==> src/core/adc_ctrl_pkg.sv <==
// Shared constants and carrier types for the converter control port
package adc_ctrl_pkg;
    localparam int CHANNELS = 4;
    localparam int DATA_W = 12;
    localparam int FIFO_DEPTH = 8;
    // Conversion clocks per channel in external clock mode
    localparam int EXT_CONV_CYCLES = 14;
    // Internal conversion time in ns and derived system cycles (4 ns period, rounded down)
    localparam int INT_CONV_NS = 1650;
    localparam int CLK_PERIOD_NS = 4;
    localparam int INT_CONV_CYCLES = INT_CONV_NS / CLK_PERIOD_NS;
    localparam logic [3:0] CHAN_SEL_RESET = 4'h0;
    localparam logic [9:0] COUNT_RESET = 10'h000;

    typedef struct packed {
        logic [1:0] chan;
        logic [DATA_W-1:0] value;
    } result_word_t;

    typedef enum logic [2:0] {
        ST_IDLE = 3'b001,
        ST_CONV = 3'b010,
        ST_STEP = 3'b100
    } conv_state_t;
endpackage : adc_ctrl_pkg

==> src/core/result_fifo.sv <==
// Parameterised first-in first-out buffer for conversion results
`timescale 1ns/1ps
`default_nettype none
module result_fifo
    import adc_ctrl_pkg::*;
#(
    parameter int WIDTH = 14,
    parameter int DEPTH = 8
)(
    // Clock and reset
    input wire logic sys_clk,
    input wire logic rst,
    // Fill side
    input wire logic in_valid,
    output logic in_ready,
    input wire logic [WIDTH-1:0] in_data,
    // Drain side
    output logic out_valid,
    input wire logic out_ready,
    output logic [WIDTH-1:0] out_data
);
    localparam int AW = $clog2(DEPTH);
    logic [WIDTH-1:0] mem [DEPTH];
    logic [AW:0] wr_ptr;
    logic [AW:0] rd_ptr;
    logic [AW:0] next_wr_ptr;
    logic [AW:0] next_rd_ptr;
    logic push;
    logic pop;

    always_comb
    begin
        in_ready = (wr_ptr - rd_ptr) != (AW+1)'(DEPTH);
        out_valid = wr_ptr != rd_ptr;
        push = in_valid && in_ready;
        pop = out_valid && out_ready;
        next_wr_ptr = wr_ptr + (AW+1)'(push);
        next_rd_ptr = rd_ptr + (AW+1)'(pop);
        out_data = mem[rd_ptr[AW-1:0]];
    end

    always_ff @(posedge sys_clk or posedge rst)
    begin
        if (rst)
        begin
            wr_ptr <= '0;
            rd_ptr <= '0;
        end
        else
        begin
            wr_ptr <= next_wr_ptr;
            rd_ptr <= next_rd_ptr;
        end
    end

    // Storage has no reset; only valid entries are ever read
    always_ff @(posedge sys_clk)
    begin
        if (push)
            mem[wr_ptr[AW-1:0]] <= in_data;
    end
endmodule : result_fifo
`default_nettype wire

==> src/core/adc_ctrl.sv <==
// Control and host port of the four-channel simultaneous sampling converter
// Notes on behaviour
// - Convert-start rising edge holds all channels and starts the sequence.
// - Channel choice is captured at convert-start rise and kept for the sequence.
// - Busy rises with convert-start and falls after the last selected channel.
// - First-result flag is high exactly while the pointer addresses register one.
// - Read and write strobes are honoured only while chip select is low.
// - Data outputs are driven only while read strobe and chip select are low.
// - Write strobe rise with select low, read high stores bits three..zero.
// - Source select low takes the sequence from the hardware channel pins.
// - Source select high takes the sequence from the channel select register.
// - External clock mode spends fourteen conversion clocks on each channel.
`timescale 1ns/1ps
`default_nettype none
module adc_ctrl
    import adc_ctrl_pkg::*;
#(
    parameter int DEPTH = FIFO_DEPTH
)(
    // Clock and reset
    input wire logic sys_clk,
    input wire logic rst,
    // Conversion control
    input wire logic convert_start,
    input wire logic [3:0] hw_channel_pins,
    input wire logic sw_source_sel,
    input wire logic ext_clock_mode,
    input wire logic conversion_clock_in,
    // Converter core results, sample hold and conversion status outputs
    input wire logic [DATA_W-1:0] core_result [CHANNELS],
    output logic [CHANNELS-1:0] hold,
    output logic end_of_conv,
    output logic busy,
    output logic first_result_flag,
    // Host parallel port
    input wire logic cs_n,
    input wire logic rd_n,
    input wire logic wr_n,
    input wire logic [3:0] low_data_bits,
    output logic [DATA_W-1:0] data_out,
    output logic data_oe_n,
    output logic [3:0] chan_sel_reg
);
    conv_state_t state;
    conv_state_t next_state;
    logic conv_d;
    logic wr_d;
    logic rd_d;
    logic clk_in_d;
    logic [3:0] seq;
    logic [3:0] next_seq;
    logic [3:0] next_chan_sel;
    logic [1:0] chan;
    logic [1:0] next_chan;
    logic [9:0] count;
    logic [9:0] next_count;
    logic [DATA_W-1:0] next_data_out;
    logic [1:0] rd_ptr;
    logic [1:0] next_rd_ptr;
    logic [3:0] fill_mask;
    logic [3:0] next_fill_mask;
    logic [2:0] next_pick;
    // Ticks in the current conversion, kept apart from the sequencer's own count
    logic [4:0] tick_seen;
    logic [4:0] next_tick_seen;
    logic conv_rise;
    logic wr_rise;
    logic rd_fall;
    logic clk_tick;
    logic conv_done;
    logic fifo_in_ready;
    logic fifo_out_valid;
    result_word_t fifo_in;
    result_word_t fifo_out;
    logic pop;

    // Lowest selected channel at or after a starting index
    function automatic logic [2:0] next_sel(input logic [3:0] mask, input logic [2:0] from);
        logic [2:0] r;
        r = 3'h4;
        for (int i = 3; i >= 0; i--)
        begin
            if (mask[i] && 3'(i) >= from)
                r = 3'(i);
        end
        return r;
    endfunction : next_sel

    always_comb
    begin
        conv_rise = convert_start && !conv_d;
        wr_rise = wr_n && !wr_d;
        rd_fall = !rd_n && rd_d && !cs_n;
        clk_tick = conversion_clock_in && !clk_in_d;
        pop = rd_fall;
        next_pick = next_sel(seq, {1'b0, chan});
        conv_done = ext_clock_mode ? (clk_tick && count == 10'(EXT_CONV_CYCLES - 1))
                                   : (count == 10'(INT_CONV_CYCLES - 1));
    end

    // Channel select register
    always_comb
    begin
        next_chan_sel = chan_sel_reg;
        if (wr_rise && !cs_n && rd_n)
            next_chan_sel = low_data_bits;
    end

    // Conversion sequencer
    always_comb
    begin
        next_state = state;
        next_seq = seq;
        next_chan = chan;
        next_count = count;
        end_of_conv = 1'b0;
        case (state)
            ST_IDLE:
            begin
                next_count = COUNT_RESET;
                if (conv_rise)
                begin
                    next_seq = sw_source_sel ? chan_sel_reg : hw_channel_pins;
                    next_state = ST_STEP;
                    next_chan = 2'h0;
                end
            end
            ST_STEP:
            begin
                // A full buffer stalls the sequencer until the host reads
                if (next_pick == 3'h4)
                    next_state = ST_IDLE;
                else if (fifo_in_ready)
                begin
                    next_chan = next_pick[1:0];
                    next_state = ST_CONV;
                    next_count = COUNT_RESET;
                end
            end
            ST_CONV:
            begin
                if (!ext_clock_mode || clk_tick)
                    next_count = count + 10'h001;
                if (conv_done)
                begin
                    end_of_conv = 1'b1;
                    next_seq[chan] = 1'b0;
                    next_state = ST_STEP;
                end
            end
            default:
                next_state = ST_IDLE;
        endcase
    end

    always_comb
    begin
        busy = (state != ST_IDLE);
        hold = busy ? {CHANNELS{1'b1}} : '0;
        fifo_in.chan = chan;
        fifo_in.value = core_result[chan];
        data_oe_n = !(!cs_n && !rd_n);
        first_result_flag = (rd_ptr == 2'h0);
    end

    // Read pointer and output word
    always_comb
    begin
        next_rd_ptr = rd_ptr;
        next_data_out = data_out;
        next_fill_mask = fill_mask;
        // A word popped in the cycle of a new start must still reach the output
        if (pop && fifo_out_valid)
        begin
            next_data_out = fifo_out.value;
            next_rd_ptr = rd_ptr + 2'h1;
        end
        if (conv_rise && state == ST_IDLE)
        begin
            next_rd_ptr = 2'h0;
            next_fill_mask = sw_source_sel ? chan_sel_reg : hw_channel_pins;
        end
    end

    always_ff @(posedge sys_clk or posedge rst)
    begin
        if (rst)
        begin
            state <= ST_IDLE;
            seq <= CHAN_SEL_RESET;
            chan <= 2'h0;
            count <= COUNT_RESET;
            chan_sel_reg <= CHAN_SEL_RESET;
            conv_d <= 1'b0;
            wr_d <= 1'b1;
            rd_d <= 1'b1;
            clk_in_d <= 1'b0;
            rd_ptr <= 2'h0;
            data_out <= '0;
            fill_mask <= CHAN_SEL_RESET;
        end
        else
        begin
            state <= next_state;
            seq <= next_seq;
            chan <= next_chan;
            count <= next_count;
            chan_sel_reg <= next_chan_sel;
            conv_d <= convert_start;
            wr_d <= wr_n;
            rd_d <= rd_n;
            clk_in_d <= conversion_clock_in;
            rd_ptr <= next_rd_ptr;
            data_out <= next_data_out;
            fill_mask <= next_fill_mask;
        end
    end

    // Shadow tick count, so the external clock check does not trust the sequencer
    always_comb
    begin
        next_tick_seen = tick_seen;
        if (state != ST_CONV)
            next_tick_seen = '0;
        else if (clk_tick)
            next_tick_seen = tick_seen + 5'h01;
    end

    always_ff @(posedge sys_clk or posedge rst)
    begin
        if (rst)
            tick_seen <= '0;
        else
            tick_seen <= next_tick_seen;
    end

    result_fifo #(
        .WIDTH($bits(result_word_t)),
        .DEPTH(DEPTH)
    ) u_fifo (
        .sys_clk(sys_clk),
        .rst(rst),
        .in_valid(end_of_conv),
        .in_ready(fifo_in_ready),
        .in_data(fifo_in),
        .out_valid(fifo_out_valid),
        .out_ready(pop),
        .out_data(fifo_out)
    );
endmodule : adc_ctrl
`default_nettype wire

==> config.mk <==
export PLATFORM = sky130hd
export DESIGN_NAME = adc_ctrl
export DESIGN_NICKNAME = d
export VERILOG_FILES = /design/src/core/adc_ctrl_pkg.sv /design/src/core/result_fifo.sv /design/src/core/adc_ctrl.sv
export SDC_FILE = /design/constraint.sdc
export NUM_CORES = 1
export LEC_CHECK = 0
export BUFFER_PORTS_ARGS = -buffer_cell sky130_fd_sc_hd__buf_2
export CORE_ASPECT_RATIO = 0.6
export CORE_MARGIN = 2
export CORE_UTILIZATION = 47
export DETAILED_ROUTE_END_ITERATION = 6
export PLACE_DENSITY = 0.69
export SYNTH_ARGS = -nofsm -noshare
export SYNTH_HDL_FRONTEND = slang
export SYNTH_SLANG_ARGS = --single-unit
==> constraint.sdc <==
create_clock -name sys_clk -period 5.4 [get_ports sys_clk]
set_clock_uncertainty 0.1 [all_clocks]
set_input_delay 0.27 -clock sys_clk [delete_from_list [all_inputs] [get_ports sys_clk]]
set_output_delay 0.27 -clock sys_clk [all_outputs]
set_load 0.01 [all_outputs]
==> impl_metrics.csv <==
group,metric,value,unit
min_path,hold_path.class,"input port to asynchronous set/reset pin",
global_routing,maximum_number_of_pins_on_one_net_before_global_route_repair,50,
clock_tree,root_buffer_master,"clkbuf_16",
yosys,yosys_register_bits,145,
job,drv.max_cap_violation_count,0,
clock_tree,cts_made_buffers,17,
drt,vias_per_cell,5.98,
sta,max_slew_margin,24.1,%
clock_tree,cts_hold_buf,8,
floorplan,row_count,33,
yosys,synth-warning-count,0,
sta,min_period_over_period,74.7,%
critical_path,critPathCaptureType,"flip-flop",
yosys,synth_top_area_share,44.9,%
cells_and_area,fin_nets,593,
yosys,synthesis.instances,416,
critical_path,crit_top_cell,"nand3b_1",
clock_tree,postCtsResizedCells,0,
floorplan,pin_count,89,
cells_and_area,post-route-util,57.2,%
global_routing,first_pass_grt_wire_length,24.9,mm
critical_path,critPathSlowestCell,"nor2_1",
clock_tree,worst_setup_hold_path_clk_slew,70,ps
placement,hpwl,12.0,mm
sta,final_hold_slack,18.2,ps
critical_path,crit_path_max_incr_delay,880,ps
clock_tree,clkLatencyLatePin,410,ps
yosys,post-synth-top-area-cell,"edfxtp_1",
sta,worst_slew_pin_slew,1120,ps
sta,setup-violations-final,0,
yosys,async_flop_share,33.8,%
critical_path,worst_ep_required_time,5330,ps
power,static-leakage-power,3.00,nW
clock_tree,htreeDepth,4,
drt,detail_route.drc_violations,0,
cells_and_area,fill_cells,1030,
clock_tree,cts_post_setup_buffers_inserted,0,
drt,firstDrtPassIters,5,
critical_path,critical_path_class,"flip-flop to flip-flop",
critical_path,cp_cell_sequence,"clkinv_1, ha_1, nand3b_1, o22ai_1, a21oi_1, nand3b_1, nor2_1",
sta,setup_total_negative_slack,0,ps
yosys,synth.most_common_cell,"edfxtp_1",
critical_path,critPathMaxFanout,13,
sta,report.final.slew_viol_count,0,
sta,hold_viol_final,0,
drt,detail_route.wl_per_cell,23.8,um
yosys,synth-seq-area-share,64.0,%
clock_tree,tritoncts,"yes",
global_routing,number_of_antenna_violations_at_the_first_check_in_global_routing,0,
drt,number_of_drc_markers_after_the_initial_detailed_route_iteration,603,
sta,grt_setup_unrepaired,"false",
clock_tree,number_of_sinks_on_the_clock_net,145,
global_routing,grt_util_all_layers,24.2,%
placement,place_congestion,0.950,
critical_path,worst_ep_arrival_time,3960,ps
floorplan,chipHeight,94.5,um
cells_and_area,drive_gt1_share,33.7,%
power,final_power,0.00320,W
yosys,netlist_top_cells_count,"96 x edfxtp_1, 46 x dfrtp_1, 36 x mux4_2",
cells_and_area,insertedDiodeCount,0,
power,worst_ir_drop_vdd,0.254,mV
power,power_density,415,mW/mm2
yosys,synth_enable_flop_cells,96,
placement,placement.io_buffers,88,
global_routing,number_of_global_route_vias_before_repair,3984,
clock_tree,max_root_sink_buffers,2,
floorplan,design.core.area,0.0135,mm2
cells_and_area,number_of_flip_flops_in_the_largest_register,96,
yosys,synth_top_flop_cell,"edfxtp_1",
drt,antenna_violating_nets_post_route,0,
sta,achievable_freq,0.248,GHz
cells_and_area,layout-area-overhead-vs-synth,20.2,%
drt,route.vias.total,4224,
yosys,synthesized_area,0.00642,mm2
yosys,post_synth_main_area_contributors,"edfxtp_1 45%, dfrtp_1 18%, mux4_2 13%",
critical_path,worst_setup_path_start_kind,"flip-flop",
floorplan,start_util,47.6,%
yosys,synth.avg_cell_area,15.4,um2
global_routing,global_route.overflow_total,0,
yosys,synthesis.nets,491,
floorplan,die_area,0.0146,mm2
yosys,synth.distinct_cells,53,
status,run_status,"complete, no violations",
drt,route.final.wire_length,16.8,mm
floorplan,die_x,155,um
sta,minimum_clock_period,4030,ps
-- layer usage --
metal	share of wire [%]	up-vias	wire (um)	track usage, %
met2	39	284	6560	30.0
li1	-	1818	-	-
met3	16	15	2680	13.2
met4	0.82	0	138	6.10
met1	44	2107	7400	36.4
met5	0	-	0	0
-- logic make-up (layout without fill, tap and decap cells) --
logic type | Yosys count | after routing | share of synthesized area (%)
DFF | 145 | 145 | 64.0
and+or+nand+nor | 93 | 93 | 7.73
AOI/OAI and AO/OA | 61 | 61 | 6.47
muxes | 58 | 58 | 16.2
buffers and inverters | 43 | 158 | 2.84
adders and majority gates | 10 | 10 | 1.95
xor gates and xnor gates | 6 | 6 | 0.818
-- report_power, final --
group	internal, W	leakage (nW)	total, W	switching, W
sequential	0.00132	1.52	0.00140	0.0000790
clock	0.000658	0.285	0.00117	0.000511
combinational	0.000241	1.20	0.000628	0.000387
total	0.00222	3.00	0.00320	0.000976
-- cells in the final DEF (no fill, tap or decap), types with 9 or more instances in the layout --
cell and instances:
clkbuf_16 17, o21ai_0 17, nor2_1 17, dfrtp_1 46, mux4_2 36, ha_1 10, inv_1 21, nand2_1 27
buf_2 88, mux2i_1 17, edfxtp_1 96, nand3_1 9
-- final timing paths --
path	startpoint	to	slack [ps]	cells past startpoint
max	u_fifo.rd_ptr[2]	u_fifo.mem[1][11]	1370	7
min	rst	data_out[7]	20	2
max reg2reg	u_fifo.rd_ptr[2]	u_fifo.mem[1][11]	1370	7
min reg2reg	data_out[9]	data_out[9]	380	2
max in group asynchronous	rst	chan_sel_reg[0]	4520	2
min in group sys_clk	hw_channel_pins[0]	seq[0]	100	3
-- through the flow --
stage          std cells  area [um2]  setup WS (ps)
2_1_floorplan        416        6420           1900
3_3_place_gp         666        7040           1680
3_5_place_dp         666        7040           1540
4_1_cts              706        7720           1460
5_1_grt              706        7720           1030
6_report             706        7720           1370
-- area by class of cell --
| cell class | count | area (um2) | area share [%] |
|---|---|---|---|
| timing repair buffer | 103 | 573 | 7.43 |
| clock buffer | 17 | 425 | 5.51 |
| multi-input combinational | 228 | 2130 | 27.6 |
| inverter | 23 | 86.3 | 1.12 |
| tap | 175 | 219 | 2.84 |
| sequential | 145 | 4110 | 53.3 |
| clock inverter | 15 | 168 | 2.17 |
-- critical path: cells and delay by family (launching register included) --
kind / cells / cell delay (ps)
compound gates: 2 / 720
buf+inv: 1 / 510
fa+ha+maj: 1 / 540
flops: 1 / 390
simple gates: 3 / 1380
Power figures use the tool's default switching activity.
